[config.mk]
export PLATFORM = sky130hd
export DESIGN_NAME = scsi_select_status_interrupts
export DESIGN_NICKNAME = d
export VERILOG_FILES = /design/src/inc/scsi_irq_pkg.sv /design/src/hw/sel_detect.sv /design/src/hw/scsi_select_status_interrupts.sv
export SDC_FILE = /design/constraint.sdc
export NUM_CORES = 1
export LEC_CHECK = 0
export BUFFER_PORTS_ARGS = -buffer_cell sky130_fd_sc_hd__buf_2
export CELL_PAD_IN_SITES_DETAIL_PLACEMENT = 2
export CELL_PAD_IN_SITES_GLOBAL_PLACEMENT = 2
export CORE_ASPECT_RATIO = 2
export CORE_UTILIZATION = 35
export DETAILED_ROUTE_END_ITERATION = 7
export PLACE_DENSITY = 0.86
export SLEW_MARGIN = 20
export SYNTH_ARGS = -nofsm -noshare
export SYNTH_HDL_FRONTEND = slang
export SYNTH_SLANG_ARGS = --single-unit
export TNS_END_PERCENT = 30
[constraint.sdc]
create_clock -name i_ref_clk -period 3.5 [get_ports i_ref_clk]
set_input_delay 0.35 -clock i_ref_clk [delete_from_list [all_inputs] [get_ports i_ref_clk]]
set_output_delay 0.35 -clock i_ref_clk [all_outputs]
set_load 0.05 [all_outputs]
[src/inc/scsi_irq_pkg.sv]
// constants and helpers for the scsi select/status interrupt block
package scsi_irq_pkg;
   // ----------------------------------------------------------------
   // register offsets
   // ----------------------------------------------------------------
   localparam logic [7:0] ADDR_SEL_ID     = 8'h41;
   localparam logic [7:0] ADDR_SEL_ID_ALT = 8'h61;
   localparam logic [7:0] ADDR_STAT1      = 8'h46;
   localparam logic [7:0] ADDR_STAT1_ALT  = 8'h66;
   localparam logic [7:0] ADDR_EN1        = 8'h47;
   localparam logic [7:0] ADDR_EN1_ALT    = 8'h67;
   localparam logic [7:0] ADDR_STAT2      = 8'h48;
   localparam logic [7:0] ADDR_EN2        = 8'h49;

   // ----------------------------------------------------------------
   // field positions
   // ----------------------------------------------------------------
   localparam int ST1_SCSI_RST = 0;
   localparam int ST1_ATN      = 1;
   localparam int ST1_OFFSET   = 2;
   localparam int ST1_BUS_FREE = 3;
   localparam int ST1_BUF_PAR  = 4;
   localparam int ST1_BUS_PAR  = 5;
   localparam int ST2_SEL      = 0;
   localparam int ST2_RESEL    = 1;
   localparam int ST2_ARB_WON  = 2;
   localparam int ST2_AUTO_DONE = 3;
   localparam int ST2_XFER_DONE = 4;
   localparam int ST2_HALTED   = 5;
   localparam int ST2_MISMATCH = 6;
   localparam int ST2_REQ_ON   = 7;
   localparam logic [3:0] MAX_SEL_IDS   = 4'h2;
   localparam logic [3:0] RESEL_IDS     = 4'h2;

   // ----------------------------------------------------------------
   // reset values
   // ----------------------------------------------------------------
   localparam logic [5:0] EN1_RST  = 6'h00;
   localparam logic [5:0] ST1_RST  = 6'h00;
   localparam logic [7:0] EN2_RST  = 8'h00;
   localparam logic [7:0] ST2_RST  = 8'h00;
   localparam logic [7:0] ID_RST   = 8'h00;
   localparam logic [7:0] RD_RST   = 8'h00;

   // ----------------------------------------------------------------
   // busy drive states
   // ----------------------------------------------------------------
   typedef enum logic [2:0]
   {
      BSY_IDLE   = 3'b001,
      BSY_TARGET = 3'b010,
      BSY_RESEL  = 3'b100
   } bsy_state_t;

   // ----------------------------------------------------------------
   // helpers
   // ----------------------------------------------------------------
   function automatic logic [3:0] id_count(input logic [7:0] d);
      logic [3:0] n;
      n = 4'h0;
      for (int k = 0; k < 8; k++)
      begin
         n = n + {3'h0, d[k]};
      end
      return n;
   endfunction

   function automatic logic odd_ok(input logic [7:0] d, input logic p);
      return ^{d, p};
   endfunction
endpackage

[src/hw/sel_detect.sv]
// selection and reselection recognizer with id byte capture
`timescale 1ns/1ps
`default_nettype none
module sel_detect
(
   // clock and reset
   input  wire logic       i_ref_clk,
   input  wire logic       i_rst,
   input  wire logic       i_ce,
   // bus lines, active low
   input  wire logic       i_sel_n,
   input  wire logic       i_bsy_n,
   input  wire logic       i_io_n,
   input  wire logic       i_scsi_rst_n,
   input  wire logic [7:0] i_db_n,
   input  wire logic       i_dbp_n,
   // configuration
   input  wire logic       i_auto_sel_en,
   input  wire logic       i_parity_chk_en,
   input  wire logic [2:0] i_own_id,
   // results
   output logic            o_sel_hit,
   output logic            o_resel_hit,
   output logic [7:0]      o_id_byte
);
   logic [7:0] data;
   logic       common;
   logic       sel_cond;
   logic       resel_cond;
   logic       sel_prev_r;
   logic       sel_prev_nxt;
   logic       resel_prev_r;
   logic       resel_prev_nxt;
   logic       sel_hit_nxt;
   logic       resel_hit_nxt;
   logic [7:0] id_nxt;

   // ----------------------------------------------------------------
   // condition decode
   // ----------------------------------------------------------------
   always_comb
   begin
      data = ~i_db_n;
      common = i_auto_sel_en && !i_sel_n && i_bsy_n && i_scsi_rst_n
               && data[i_own_id]
               && (!i_parity_chk_en || scsi_irq_pkg::odd_ok(data, !i_dbp_n));
      sel_cond   = common && i_io_n
                   && (scsi_irq_pkg::id_count(data) <= scsi_irq_pkg::MAX_SEL_IDS);
      resel_cond = common && !i_io_n
                   && (scsi_irq_pkg::id_count(data) == scsi_irq_pkg::RESEL_IDS);
      sel_prev_nxt   = sel_cond;
      resel_prev_nxt = resel_cond;
      sel_hit_nxt    = sel_cond && !sel_prev_r;
      resel_hit_nxt  = resel_cond && !resel_prev_r;
      id_nxt = (sel_hit_nxt || resel_hit_nxt) ? data : o_id_byte;
   end

   always_ff @(posedge i_ref_clk or posedge i_rst)
   begin
      if (i_rst)
      begin
         sel_prev_r   <= 1'b0;
         resel_prev_r <= 1'b0;
         o_sel_hit    <= 1'b0;
         o_resel_hit  <= 1'b0;
         o_id_byte    <= scsi_irq_pkg::ID_RST;
      end
      else if (i_ce)
      begin
         sel_prev_r   <= sel_prev_nxt;
         resel_prev_r <= resel_prev_nxt;
         o_sel_hit    <= sel_hit_nxt;
         o_resel_hit  <= resel_hit_nxt;
         o_id_byte    <= id_nxt;
      end
   end
endmodule
`default_nettype wire

[src/hw/scsi_select_status_interrupts.sv]
// scsi event status registers, interrupt enables and selection response
// Functional notes
// - enable register one clears on chip reset or host/buffer reset
// - enabled status-one flag drives host interrupt low
// - status two clears on bus reset, chip reset or host/buffer reset
// - software clears status-two flags by writing ones
// - selection needs sel low, bsy high, io high, own id, at most two ids
// - selection sets flag, target enable, drives busy, latches id byte
// - reselection like selection but io low and exactly two ids
// - reselection sets flag, busy until sel high, initiator enable, latches id
// - arbitration won sets flag, then auto continues per mode bit
// - automatic selection phase finished sets flag three
// - end of transfer sets flag four
// - halt request, or initiator phase mismatch while a transfer is active, sets flag five
// - initiator phase lines differing from expected phase set flag six
// - request low while initiator enabled sets flag seven
// - status-one flags zero to five are sticky, cleared by writing one
// - after arbitration won, mode one selects, mode zero reselects
// - enable register two gates status-two flags onto host interrupt
`timescale 1ns/1ps
`default_nettype none
module scsi_select_status_interrupts
(
   // clock, reset, enable
   input  wire logic       i_ref_clk,
   input  wire logic       i_rst,
   input  wire logic       i_ce,
   input  wire logic       i_host_buf_reset,
   // register port
   input  wire logic [7:0] i_reg_addr,
   input  wire logic       i_reg_wr,
   input  wire logic       i_reg_rd,
   input  wire logic [7:0] i_reg_wdata,
   output logic [7:0]      o_reg_rdata,
   // bus lines, active low
   input  wire logic       i_sel_n,
   input  wire logic       i_bsy_n,
   input  wire logic       i_io_n,
   input  wire logic       i_cd_n,
   input  wire logic       i_msg_n,
   input  wire logic       i_req_n,
   input  wire logic       i_atn_n,
   input  wire logic       i_scsi_rst_n,
   input  wire logic [7:0] i_db_n,
   input  wire logic       i_dbp_n,
   output logic            o_bsy_n_out,
   output logic            o_bsy_oe,
   // control inputs
   input  wire logic       i_auto_sel_en,
   input  wire logic       i_auto_sel_mode,
   input  wire logic       i_parity_chk_en,
   input  wire logic [2:0] i_own_id,
   input  wire logic       i_initiator_en,
   input  wire logic [2:0] i_expected_phase,
   input  wire logic       i_xfer_active,
   input  wire logic       i_bsy_release,
   // event inputs, one-cycle pulses
   input  wire logic       i_arb_won,
   input  wire logic       i_auto_phase_done,
   input  wire logic       i_xfer_done,
   input  wire logic       i_dma_halt,
   input  wire logic       i_offset_err,
   input  wire logic       i_bus_free,
   input  wire logic       i_buf_par_err,
   input  wire logic       i_bus_par_err,
   // outputs
   output logic            o_host_interrupt_n,
   output logic            o_set_target_en,
   output logic            o_set_initiator_en,
   output logic            o_start_sel,
   output logic            o_start_resel,
   output logic [7:0]      o_sel_id
);
   logic       sel_hit;
   logic       resel_hit;
   logic [5:0] en1_r;
   logic [5:0] en1_nxt;
   logic [7:0] en2_r;
   logic [7:0] en2_nxt;
   logic [5:0] st1_r;
   logic [5:0] st1_nxt;
   logic [7:0] st2_r;
   logic [7:0] st2_nxt;
   logic [5:0] st1_set;
   logic [7:0] st2_set;
   logic       wr_st1;
   logic       wr_st2;
   logic       mismatch;
   logic [7:0] rdata_nxt;
   logic       int_n_nxt;
   scsi_irq_pkg::bsy_state_t bsy_r;
   scsi_irq_pkg::bsy_state_t bsy_nxt;

   // ----------------------------------------------------------------
   // selection recognizer
   // ----------------------------------------------------------------
   sel_detect u_sel_detect
   (
      .i_ref_clk       (i_ref_clk),
      .i_rst           (i_rst),
      .i_ce            (i_ce),
      .i_sel_n         (i_sel_n),
      .i_bsy_n         (i_bsy_n),
      .i_io_n          (i_io_n),
      .i_scsi_rst_n    (i_scsi_rst_n),
      .i_db_n          (i_db_n),
      .i_dbp_n         (i_dbp_n),
      .i_auto_sel_en   (i_auto_sel_en),
      .i_parity_chk_en (i_parity_chk_en),
      .i_own_id        (i_own_id),
      .o_sel_hit       (sel_hit),
      .o_resel_hit     (resel_hit),
      .o_id_byte       (o_sel_id)
   );

   // ----------------------------------------------------------------
   // status and enable registers
   // ----------------------------------------------------------------
   always_comb
   begin
      wr_st1 = i_reg_wr && (i_reg_addr == scsi_irq_pkg::ADDR_STAT1
                            || i_reg_addr == scsi_irq_pkg::ADDR_STAT1_ALT);
      wr_st2 = i_reg_wr && (i_reg_addr == scsi_irq_pkg::ADDR_STAT2);
      mismatch = i_initiator_en
                 && (~{i_cd_n, i_io_n, i_msg_n} != i_expected_phase);
      st1_set = '0;
      st1_set[scsi_irq_pkg::ST1_SCSI_RST] = !i_scsi_rst_n;
      st1_set[scsi_irq_pkg::ST1_ATN]      = !i_atn_n;
      st1_set[scsi_irq_pkg::ST1_OFFSET]   = i_offset_err;
      st1_set[scsi_irq_pkg::ST1_BUS_FREE] = i_bus_free;
      st1_set[scsi_irq_pkg::ST1_BUF_PAR]  = i_buf_par_err;
      st1_set[scsi_irq_pkg::ST1_BUS_PAR]  = i_bus_par_err;
      st2_set = '0;
      st2_set[scsi_irq_pkg::ST2_SEL]       = sel_hit;
      st2_set[scsi_irq_pkg::ST2_RESEL]     = resel_hit;
      st2_set[scsi_irq_pkg::ST2_ARB_WON]   = i_arb_won;
      st2_set[scsi_irq_pkg::ST2_AUTO_DONE] = i_auto_phase_done;
      st2_set[scsi_irq_pkg::ST2_XFER_DONE] = i_xfer_done;
      st2_set[scsi_irq_pkg::ST2_HALTED]    = i_dma_halt
                                             || (mismatch && i_xfer_active);
      st2_set[scsi_irq_pkg::ST2_MISMATCH]  = mismatch;
      st2_set[scsi_irq_pkg::ST2_REQ_ON]    = !i_req_n && i_initiator_en;
      // set after clear so a same-cycle event survives
      st1_nxt = (st1_r & ~(wr_st1 ? i_reg_wdata[5:0] : 6'h00)) | st1_set;
      st2_nxt = (st2_r & ~(wr_st2 ? i_reg_wdata : 8'h00)) | st2_set;
      en1_nxt = (i_reg_wr && (i_reg_addr == scsi_irq_pkg::ADDR_EN1
                 || i_reg_addr == scsi_irq_pkg::ADDR_EN1_ALT)) ? i_reg_wdata[5:0] : en1_r;
      en2_nxt = (i_reg_wr && i_reg_addr == scsi_irq_pkg::ADDR_EN2) ? i_reg_wdata : en2_r;
      if (!i_scsi_rst_n)
      begin
         // bus reset marks bit zero and drops the other bus flags
         st1_nxt = 6'h01;
         st2_nxt = scsi_irq_pkg::ST2_RST;
      end
      if (i_host_buf_reset)
      begin
         st1_nxt = scsi_irq_pkg::ST1_RST;
         st2_nxt = scsi_irq_pkg::ST2_RST;
         en1_nxt = scsi_irq_pkg::EN1_RST;
         en2_nxt = scsi_irq_pkg::EN2_RST;
      end
      // registered so the pin comes from a flop; one cycle behind the flags
      int_n_nxt = !(|(st1_r & en1_r) || |(st2_r & en2_r));
   end

   // ----------------------------------------------------------------
   // busy drive and sequencing pulses
   // ----------------------------------------------------------------
   always_comb
   begin
      bsy_nxt = bsy_r;
      case (bsy_r)
         scsi_irq_pkg::BSY_IDLE:
         begin
            if (sel_hit)
               bsy_nxt = scsi_irq_pkg::BSY_TARGET;
            else if (resel_hit)
               bsy_nxt = scsi_irq_pkg::BSY_RESEL;
         end
         scsi_irq_pkg::BSY_TARGET:
         begin
            if (i_bsy_release)
               bsy_nxt = scsi_irq_pkg::BSY_IDLE;
         end
         scsi_irq_pkg::BSY_RESEL:
         begin
            if (i_sel_n)
               bsy_nxt = scsi_irq_pkg::BSY_IDLE;
         end
         default:
            bsy_nxt = scsi_irq_pkg::BSY_IDLE;
      endcase
      if (!i_scsi_rst_n || i_host_buf_reset)
         bsy_nxt = scsi_irq_pkg::BSY_IDLE;
      case (i_reg_addr)
         scsi_irq_pkg::ADDR_STAT1, scsi_irq_pkg::ADDR_STAT1_ALT:
            rdata_nxt = {!i_scsi_rst_n, scsi_irq_pkg::odd_ok(~i_db_n, !i_dbp_n), st1_r};
         scsi_irq_pkg::ADDR_EN1, scsi_irq_pkg::ADDR_EN1_ALT:
            rdata_nxt = {2'h0, en1_r};
         scsi_irq_pkg::ADDR_STAT2:
            rdata_nxt = st2_r;
         scsi_irq_pkg::ADDR_EN2:
            rdata_nxt = en2_r;
         scsi_irq_pkg::ADDR_SEL_ID, scsi_irq_pkg::ADDR_SEL_ID_ALT:
            rdata_nxt = o_sel_id;
         default:
            rdata_nxt = 8'h00;
      endcase
      if (!i_reg_rd)
         rdata_nxt = o_reg_rdata;
   end

   always_ff @(posedge i_ref_clk or posedge i_rst)
   begin
      if (i_rst)
      begin
         en1_r              <= scsi_irq_pkg::EN1_RST;
         en2_r              <= scsi_irq_pkg::EN2_RST;
         st1_r              <= scsi_irq_pkg::ST1_RST;
         st2_r              <= scsi_irq_pkg::ST2_RST;
         bsy_r              <= scsi_irq_pkg::BSY_IDLE;
         o_bsy_n_out        <= 1'b1;
         o_bsy_oe           <= 1'b0;
         o_host_interrupt_n <= 1'b1;
         o_set_target_en    <= 1'b0;
         o_set_initiator_en <= 1'b0;
         o_start_sel        <= 1'b0;
         o_start_resel      <= 1'b0;
         o_reg_rdata        <= scsi_irq_pkg::RD_RST;
      end
      else if (i_ce)
      begin
         en1_r              <= en1_nxt;
         en2_r              <= en2_nxt;
         st1_r              <= st1_nxt;
         st2_r              <= st2_nxt;
         bsy_r              <= bsy_nxt;
         o_bsy_n_out        <= bsy_nxt == scsi_irq_pkg::BSY_IDLE;
         o_bsy_oe           <= bsy_nxt != scsi_irq_pkg::BSY_IDLE;
         o_host_interrupt_n <= int_n_nxt;
         o_set_target_en    <= sel_hit;
         o_set_initiator_en <= resel_hit;
         o_start_sel        <= i_arb_won && i_auto_sel_en && i_auto_sel_mode;
         o_start_resel      <= i_arb_won && i_auto_sel_en && !i_auto_sel_mode;
         o_reg_rdata        <= rdata_nxt;
      end
   end
endmodule
`default_nettype wire

Word-level counts from Yosys, hierarchy flattened
Index checks and enable logic that the tools add are counted.
{"block": "op_classes", "addsub": 7, "order_cmp": 2, "eq_ne": 15, "muxes": 19, "n_bitwise": 10, "reduce_logical": 51}
{"op": "8-bit by 7-bit == test with 1-bit output (second input constant)", "count": 8}
{"op": "8-bit 2-to-1 mux", "count": 5}
{"op": "8-bit case mux with 5 select lines", "count": 1}
{"op": "6-bit 2-to-1 mux", "count": 5}
{"op": "4-bit by 1-bit adder with 4-bit output", "count": 6}
{"op": "1-bit logical AND", "count": 21}
{"op": "8-bit AND", "count": 2}
{"op": "8-bit inverter", "count": 2}
{"op": "3-bit 2-to-1 mux", "count": 5}
{"op": "6-bit AND", "count": 2}
{"op": "1-bit zero test", "count": 11}
{"op": "3-bit case mux with 3 select lines", "count": 1}
{"op": "9-bit parity", "count": 1}
{"op": "8-bit bitwise OR", "count": 1}
{"op": "2-bit AND reduction", "count": 4}
{"op": "8-bit OR reduction", "count": 1}
{"op": "1-bit logical OR", "count": 7}
{"op": "3-bit by 1-bit == test with 1-bit output (second input constant)", "count": 2}
{"op": "6-bit inverter", "count": 1}
{"op": "6-bit bitwise OR", "count": 1}
{"op": "2-bit OR reduction", "count": 3}
{"op": "6-bit OR reduction", "count": 1}
{"op": "4-bit by 2-bit == test with 1-bit output (second input constant)", "count": 1}
{"op": "4-bit by 2-bit less-or-equal comparator with 1-bit output (second input constant)", "count": 1}
{"op": "10 further kinds", "count": 11}
{"block": "word_totals", "regBits": 58, "input_bits": 59, "output_inout_bits": 23, "wordCells": 122}

Logic depth before layout (Yosys ltp)
Gate-level depths: netlist of run 1.
{"block": "logic_depth", "word_depth": 13, "ltp_mapped": 12, "mapped_depth_nobuf": 12}

By module
From an unflattened synthesis of run 1, not the netlist that was laid out.
{"block": "unflattened", "hier_cells": 363, "hier_area_um2": 3722.3}
{"module": "scsi_select_status_interrupts", "n_inst": 1, "cells_each": 286, "area_each_um2": 2832.7, "seq_area_each_um2": 1154.9}
{"module": "sel_detect", "n_inst": 1, "cells_each": 77, "area_each_um2": 889.6, "seq_area_each_um2": 300.3}

Worst setup path before layout of run 1
Ideal clock, no wire load.
{"block": "synth_timing", "path_kind": "input to register", "from": "input port i_db_n[0]", "to": "register u_sel_detect.o_id_byte[0]", "setup_time_ns": 0.125, "arrival_ns": 3.831, "t_required_ns": 3.375, "setup_slack_ns": -0.456, "stages": 11, "n_path_buf": 0, "path_cell_list": "inv_1 -> ha_1 -> fa_1 -> fa_1 -> fa_1 -> inv_1 -> fa_1 -> or3_1 -> o22a_1 -> a211oi_2 -> mux2_2"}
{"block": "synth_via", "elab_chain_cells": 13, "elab_cells_between_ends": 24, "classes_between": "add/sub (7); order compare (1); eq/ne (1); mux (2); bitwise (1); reduce/logical (12)"}
{"element": "start, declared", "line_no": "scsi_select_status_interrupts.sv:44", "source": "input wire logic [7:0] i_db_n,"}
{"element": "8-bit inverter (*)", "line_no": "sel_detect.sv:43", "source": "data = ~i_db_n;"}
{"element": "1-bit by 1-bit adder with 2-bit output", "line_no": "scsi_irq_pkg.sv:63", "source": "n = n + {3'h0, d[k]};"}
{"element": "4-bit by 1-bit adder with 4-bit output (6 in a row)", "line_no": "scsi_irq_pkg.sv:63"}
{"element": "4-bit by 2-bit less-or-equal comparator with 1-bit output or 4-bit by 2-bit == test with 1-bit output (tied branches)", "line_no": "sel_detect.sv:48, sel_detect.sv:50"}
{"element": "1-bit logical AND (on tied branches)", "line_no": "sel_detect.sv:48, sel_detect.sv:50"}
{"element": "1-bit logical AND (on tied branches)", "line_no": "sel_detect.sv:53, sel_detect.sv:54"}
{"element": "1-bit logical OR", "line_no": "sel_detect.sv:55", "source": "id_nxt = (sel_hit_nxt || resel_hit_nxt) ? data : o_id_byte;"}
{"element": "2-bit AND reduction (no line)"}
{"element": "end signal, assigned", "line_no": "sel_detect.sv:66", "source": "o_id_byte <= scsi_irq_pkg::ID_RST;"}
{"element": "end signal, assigned", "line_no": "sel_detect.sv:74", "source": "o_id_byte <= id_nxt;"}
{"element": "end, declared", "line_no": "sel_detect.sv:24", "source": "output logic [7:0] o_id_byte"}
Every way passes the cells marked *; elsewhere a longest branch is shown, timed or not. The select of a mux whose other input is x is not followed.
A chain may end at the register's enable or synchronous reset.

Final worst setup path of run 1
{"block": "layout_timing", "from": "input port i_db_n[1]", "to": "register u_sel_detect.o_id_byte[2]"}
{"block": "layout_via", "elab_chain_cells": 13, "elab_cells_between_ends": 24, "classes_between": "add/sub (7); order compare (1); eq/ne (1); mux (2); bitwise (1); reduce/logical (12)"}
{"element": "8-bit inverter (*)", "line_no": "sel_detect.sv:43"}
{"element": "net u_sel_detect.data[1]", "line_no": "sel_detect.sv:26", "source": "logic [7:0] data;"}
{"element": "1-bit by 1-bit adder with 2-bit output", "line_no": "scsi_irq_pkg.sv:63"}
{"element": "4-bit by 1-bit adder with 4-bit output (6 in a row)", "line_no": "scsi_irq_pkg.sv:63"}
{"element": "4-bit by 2-bit less-or-equal comparator with 1-bit output or 4-bit by 2-bit == test with 1-bit output (tied branches)", "line_no": "sel_detect.sv:48, sel_detect.sv:50"}
{"element": "1-bit logical AND (on tied branches)", "line_no": "sel_detect.sv:48, sel_detect.sv:50"}
{"element": "1-bit logical AND (on tied branches)", "line_no": "sel_detect.sv:53, sel_detect.sv:54"}
{"element": "1-bit logical OR (*)", "line_no": "sel_detect.sv:55"}
{"element": "2-bit AND reduction (no line) (*)"}
The timed path passes the listed nets; every way through them passes the cells marked *. The select of a mux whose other input is x is not followed.

==> metrics, run 1 <==
outcome=finished with violations; violated checks=DRC, setup timing; drt wl/cell=between 20 and 25 um; VDD IR max=0.282 mV; LEAKAGE=2.03 nW; slew margin rel.=0.429; Avg Cell Area, Syn=9.83 um2; crit path max fanout=8; count of TritonRoute iterations in the first routing pass=6; Power Dens Cells=a little under 500 mW/mm2; ys async rst share=1.00; vias in the first global route=approximately 3600; GRT busiest layer=met2; DP Wirelength=9160 um; Logic pwr share=0.198; CTS Buf Count=9; Int Pwr=1.51 mW; Max Fclk=between 200 and 300 MHz; Synth top cells by count=dfrtp_1 (55), nand2_1 (34), o21ai_0 (33); hold buffers post-CTS=0; final-report hold violation count=0; DR vias=3110; switch share=0.291; Sequential Power Share=0.350; post-route ant nets=0; Max Cap Viol=0; Worst Path Arrival=3750 ps; worst skew pair latency=340 ps; slowest stage cell, crit path=fa_1; sequential fraction of the synthesis area=0.443; synth-to-layout area growth=30.8%; Worst Skew=approximately 9.9 ps; RSZ-0062 raised after global routing=true; H-tree levels=3; initial core utilization=0.362; Clock Root Buffer=clkbuf_16; Final Total Pwr=2.13 mW; Die X-Extent=70.5 um; placed cell area=between 0.003 and 0.004 mm2; total congestion overflow=0; RePlAce Congestion=0.807; top-count cell post-synth=dfrtp_1; Clk pwr share=0.452; pin count of the biggest net entering global routing=41; Worst-path clk slew=60 ps; CTS tree=yes; Crit Path Category=in2reg; Rows=49; post-route setup slack=-35.0 ps; Worst EP required=~3700 ps; first-pass GRT wire length=19900 um; share of layout cells above drive strength 1=0.338; placed insts=509; Final Cycle Share=1.01; Design Area, Final=0.00429 mm2; Synth cell types=just under 50; post-layout min period=3540 ps; IO Count=82; Area contributors post-synth=dfrtp_1 (42%), mux2i_1 (5.5%), o21ai_0 (5.0%); Final #Nets=between 400 and 500; CORE AREA=0.00907 mm2; post-synthesis register bit count=58; number of synthesized flops with an enable pin=0; R2R Path Start=u_sel_detect.sel_prev_r; die area=just under 0.01 mm2; max incr delay on CP=490 ps; Worst Tran Pin Value=850 ps; non-filler cells, final=532; CP startpoint kind=primary input; number of DRC markers in iteration 0=179; Setup violations, final=7; met3 GRT Util=0.0458; area fraction of the dominant cell type after synthesis=0.419; Psw=0.620 mW; DR DRC count=10; worst path cell trace=buf_8 -> inv_4 -> ha_4 -> fa_1 -> fa_1 -> fa_2 -> inv_2 -> fa_2 -> or3_4 -> o22a_1 -> a211oi_4 -> buf_12 -> mux2_4; synthesized cell area=about 0.0033 mm2; top cell type by total area after synthesis=dfrtp_1; Buffers & Inverters on Critical Path=4; CP top delay family=adder cells; met2 usage=0.523; worst r2r path cells=4; Synth Warn #=0; CP endpoint kind=register; Via density=between 5 and 6; Mapped Nets=400; count of input and output buffers=81; GR Util met1=0.264; Crit. path cell count=13; All-Layer GR Usage=0.272; clock sink count=a little under 60; fin util=0.473; initial antenna violation count=1; Final Max Tran Viols=0; predominant post-synthesis flop cell=dfrtp_1; Routed WL=12500 um; Max clock buf depth=2; Mapped Cells=334; reg2reg end=u_sel_detect.o_id_byte[2]; r2r setup slk=2050 ps; Die Y=139 um; Min-Delay Path Class=in2async; Setup Total Neg Slack=-174 ps
## metal layers
metal | up-vias | wire length [um] | part of all wire
li1 | 1399 | - | -
met2 | 103 | 7330 | 0.59
met4 | 0 | 605 | 0.049
met1 | 1576 | 4110 | 0.33
met3 | 32 | 425 | 0.034
met5 | - | 0 | 0
## how the worst max path moves through the flow
stage,start,end,slack (ps)
global placement,i_db_n[0],u_sel_detect.o_id_byte[0],-470
finish,i_db_n[1],u_sel_detect.o_id_byte[2],-40
global route,i_db_n[1],u_sel_detect.o_id_byte[2],-90
detailed placement,i_db_n[0],u_sel_detect.o_id_byte[2],-560
CTS,i_db_n[1],u_sel_detect.o_id_byte[2],-160
floorplan,i_db_n[0],u_sel_detect.o_id_byte[0],-240
## state kept, by name (all words and copies together) (netlist names)
name                       cells
o_reg_rdata                    8
o_bsy_n_out                    1
st1_r                          6
o_set_initiator_en             1
u_sel_detect.resel_prev_r      1
o_set_target_en                1
en1_r                          6
o_bsy_oe                       1
u_sel_detect.o_sel_hit         1
o_host_interrupt_n             1
u_sel_detect.o_id_byte         8
o_start_resel                  1
bsy_r                          3
o_start_sel                    1
en2_r                          8
st2_r                          8
u_sel_detect.sel_prev_r        1
u_sel_detect.o_resel_hit       1
## final cells by class
type	count	area (um2)
Multi-Input combinational cell	233	1710
Antenna cell	1	2.50
Tap cell	102	128
Clock inverter	5	77.6
Timing Repair Buffer	98	571
Fill cell	983	4780
Clock buffer	11	243
Sequential cell	58	1460
Inverter	24	105
## placed cells by master, fill, tap and decap left out, types with 3 or more instances in the layout
master      n
buf_2      79
dfrtp_1    55
nand2_1    34
o21ai_0    32
a21oi_1    25
inv_1      20
mux2i_1    18
buf_4      16
o2bb2ai_1  12
a22oi_1    12
xnor2_1     9
clkbuf_16   9
o22ai_1     8
mux2_4      7
nor2_1      5
nor3_1      5
or2_2       4
nor3b_1     4
nand2b_1    4
nor4_1      4
nand3b_1    3
or3_4       3
mux2_2      3
nand4_1     3
o32ai_1     3
a22o_1      3
o21ai_2     3
dfstp_2     3
## power by group through the flow
stage / logic (mW) / registers [mW] / clock network, mW
2_1_floorplan: 0.180 / 0.802 / 0
3_3_place_gp: 0.354 / 0.753 / 0
3_5_place_dp: 0.382 / 0.755 / 0
4_1_cts: 0.426 / 0.745 / 0.978
5_1_grt: 0.451 / 0.749 / 1.01
6_report: 0.422 / 0.747 / 0.965
## kinds of logic (layout without fill, tap and decap cells)
logic type               Yosys count  in the layout  share of synthesized area
AO/OA/AOI/OAI                    113            113                      0.225
XOR/XNOR                          10             10                     0.0309
adder cells (fa/ha/maj)            7              7                     0.0358
buffers and inverters             43            138                     0.0522
flip-flops                        58             58                      0.443
multiplexers                      29             29                     0.0961
other                              0              1                          0
AND/OR/NAND/NOR                   74             74                      0.117
## worst reg2reg max path, stage by stage, from the launching register on
cell and delay [ps]:
dfrtp_1 400, o22a_1 250, a211oi_4 200, buf_12 170, mux2_4 310
## per-stage QoR
step           hold WS (ps)  setup slack [ps]
2_1_floorplan           443              -238
3_3_place_gp            457              -466
3_5_place_dp            477              -563
4_1_cts                 204              -164
5_1_grt                 228             -85.0
6_report                195             -35.0
## repair_timing
| item | 4_1_cts | 5_1_grt |
|---|---|---|
| setup endpoints to repair | 8 | 10 |
| buffers inserted | 6 | 0 |
| pin swaps | 8 | 5 |
| resized for setup | 15 | 0 |
| cloned | 0 | 0 |
| endpoints found under the hold margin | 0 | 0 |
Note: power is estimated with default switching activity, not from simulation.
==> run 2: changes to the inputs <==
--- a/config.mk
+++ b/config.mk
@@ -9,11 +9,12 @@
 export CELL_PAD_IN_SITES_DETAIL_PLACEMENT = 2
 export CELL_PAD_IN_SITES_GLOBAL_PLACEMENT = 2
 export CORE_ASPECT_RATIO = 2
-export CORE_UTILIZATION = 35
+export CORE_UTILIZATION = 37
 export DETAILED_ROUTE_END_ITERATION = 7
-export PLACE_DENSITY = 0.86
+export PLACE_DENSITY = 0.87
 export SLEW_MARGIN = 20
 export SYNTH_ARGS = -nofsm -noshare
 export SYNTH_HDL_FRONTEND = slang
+export SYNTH_HIERARCHICAL = 1
 export SYNTH_SLANG_ARGS = --single-unit
 export TNS_END_PERCENT = 30
==> metrics, run 2 <==
Routed WL=15700 um (+25%); pin count of the biggest net entering global routing=47 (+15%); # fillers=1036 (+5.4%); DR vias=3534 (+14%); Worst Skew=13.6 ps (+3.67 ps); LEAKAGE=2.23 nW (+10%); post-route setup slack=-326 ps (-291 ps); placed insts=568 (+12%); Worst-path clk slew=60 ps (about the same); Setup Total Neg Slack=-2380 ps (-2210 ps); Max Cap Viol=0 (unchanged); setup slack at placement=-789 ps (-226 ps); Synth Warn #=6 (+6); Final Total Pwr=2.28 mW (+6.9%); fin util=0.478 (+0.00517); Rows=51 (+4.1%); post-layout min period=3830 ps (+291 ps); CORE AREA=0.00976 mm2 (+7.6%); Avg Cell Area, Syn=10.3 um2 (+4.4%); DR DRC count=0 (-10); max incr delay on CP=580 ps (+90 ps); predominant post-synthesis flop cell=dfrtp_1; initial core utilization=0.381 (+0.0196); Clock Root Buffer=clkbuf_16; GR Util met1=0.305 (+0.0415); GRT busiest layer=met2; sequential fraction of the synthesis area=0.391 (-0.0525); ant diodes=0 (-1); clock sink count=58 (unchanged); number of synthesized flops with an enable pin=0 (unchanged); most common cell after layout, fill and taps aside=buf_2; vias in the first global route=3993 (+11%); Via density=6.04 (+3.3%); total congestion overflow=0 (unchanged); Worst EP required=3750 ps (+40 ps); worst r2r path cells=4 (unchanged); worst skew pair latency=350 ps (about the same); Min Hold Slack=50.5 ps (-145 ps); CP startpoint kind=primary input; Mapped Nets=429 (+7.2%); synth-to-layout area growth=25.4%; Final Cycle Share=1.09 (+0.0833); outcome=finished with violations; violated checks=setup timing; Synth cell types=71 (+45%); area fraction of the dominant cell type after synthesis=0.370 (-0.0496); Worst Path Arrival=4070 ps (+320 ps); number of DRC markers in iteration 0=207 (+16%); VDD IR max=0.340 mV (+20%); CP endpoint kind=register; Final Max Tran Viols=0 (unchanged); reg2reg end=o_bsy_n_out; Max clock buf depth=2 (unchanged); Area contributors post-synth=dfrtp_1 (37%), mux2i_1 (4.6%), nand2_1 (3.3%); Design Area, Final=0.00467 mm2 (+8.8%); placed cell area=0.00429 mm2 (+11%); Worst Tran Pin Value=854 ps (+3.80 ps); Crit Path Category=in2reg; count of input and output buffers=81 (unchanged); CP top delay family=adder cells; Die X-Extent=72.9 um (+3.5%); crit path capture=u_sel_detect/o_id_byte[3]; R2R Path Start=bsy_r[0]; multi-input logic area=0.00208 mm2 (+22%); top cell type by total area after synthesis=dfrtp_1; slowest stage cell, crit path=fa_1; slew margin rel.=0.430 (+0.00117); IO Count=82 (unchanged); final-report hold violation count=0 (unchanged); Max Fclk=261 MHz (-7.6%); Final #Nets=514 (+4.9%); worst path cell trace=buf_6 -> fa_1 -> inv_2 -> fa_1 -> fa_1 -> ha_2 -> inv_2 -> fa_2 -> or3_4 -> o22ai_2 -> and3b_2 -> buf_6 -> buf_6 -> mux2i_1; Die Y=144 um (+3.5%); CTS Buf Count=9 (unchanged); r2r setup slk=1730 ps (-320 ps); count of TritonRoute iterations in the first routing pass=4 (-2); critical path startpoint=i_db_n[0]; Power Dens Cells=488 mW/mm2 (-1.8%); DP Wirelength=11000 um (+20%); drt wl/cell=26.8 um (+14%); H-tree levels=3 (unchanged); Crit. path cell count=14 (+1); Synth top cells by count=dfrtp_1 (55), nand2_1 (33), inv_1 (28); first-pass GRT wire length=23300 um (+17%); Mapped Cells=363 (+8.7%); post-synthesis register bit count=58 (unchanged); RePlAce Congestion=0.887 (+9.9%); share of layout cells above drive strength 1=0.336 (-0.00245); RSZ-0062 raised after global routing=true; initial antenna violation count=0 (-1); All-Layer GR Usage=0.317 (+0.0447); crit path max fanout=6 (-2); FF/Latch Area=0.00146 mm2 (unchanged); Buffers & Inverters on Critical Path=5 (+1); synthesized cell area=0.00372 mm2 (+13%); post-route ant nets=0 (unchanged); CTS tree=yes; met3 GRT Util=0.0456 (-0.000203); Min-Delay Path Class=in2async; non-filler cells, final=585 (+10%); most frequent cells in the layout=buf_2 (80), dfrtp_1 (55), nand2_1 (33); ys async rst share=1.00 (unchanged); met2 usage=0.585 (+0.0626); Setup violations, final=9 (+2); die area=0.0105 mm2 (+7.1%); top-count cell post-synth=dfrtp_1
==> run 2: per-layer routing <==
| metal | wire (um) | part of all wire |
|---|---|---|
| met2 | 8760 | 0.56 |
| met3 | 566 | 0.036 |
| met5 | 0 | 0 |
| met1 | 5080 | 0.32 |
| met4 | 1250 | 0.080 |
==> run 2: power by group <==
group | total (mW) | switching [mW] | internal (mW)
clock network | 1.00 | 0.356 | 0.644
registers | 0.772 | 0.0553 | 0.717
logic | 0.509 | 0.315 | 0.193
total | 2.28 | 0.727 | 1.55
==> run 2: what timing repair did <==
| item | CTS | global route |
|---|---|---|
| buffers inserted | 0 | 1 |
| resized for setup | 9 | 3 |
| endpoints found under the setup margin | 12 | 12 |
| hold buffers | 0 | 0 |
| pin swaps | 2 | 0 |
==> run 2: cell type report <==
cell class,instances,area share
tap,132,0.0354
clock buffer,10,0.0512
sequential,58,0.312
timing repair buffer,96,0.114
inverter,28,0.0228
clock inverter,6,0.0190
multi-input combinational,255,0.446
==> run 2: logic make-up after synthesis <==
family | share of synthesized area
xor+xnor | 0.0487
fa+ha+maj | 0.0316
buf+inv | 0.0595
simple gates | 0.194
mux | 0.0901
flops | 0.391
compound gates | 0.186
==> run 2: worst min path at each step <==
stage                                endpoint  cells after the start
floorplan           u_sel_detect/o_id_byte[0]                      1
global placement    u_sel_detect/resel_prev_r                      2
detailed placement     u_sel_detect/o_sel_hit                      2
CTS                   u_sel_detect/sel_prev_r                      2
global route        u_sel_detect/o_id_byte[3]                      2
finish                u_sel_detect/sel_prev_r                      2
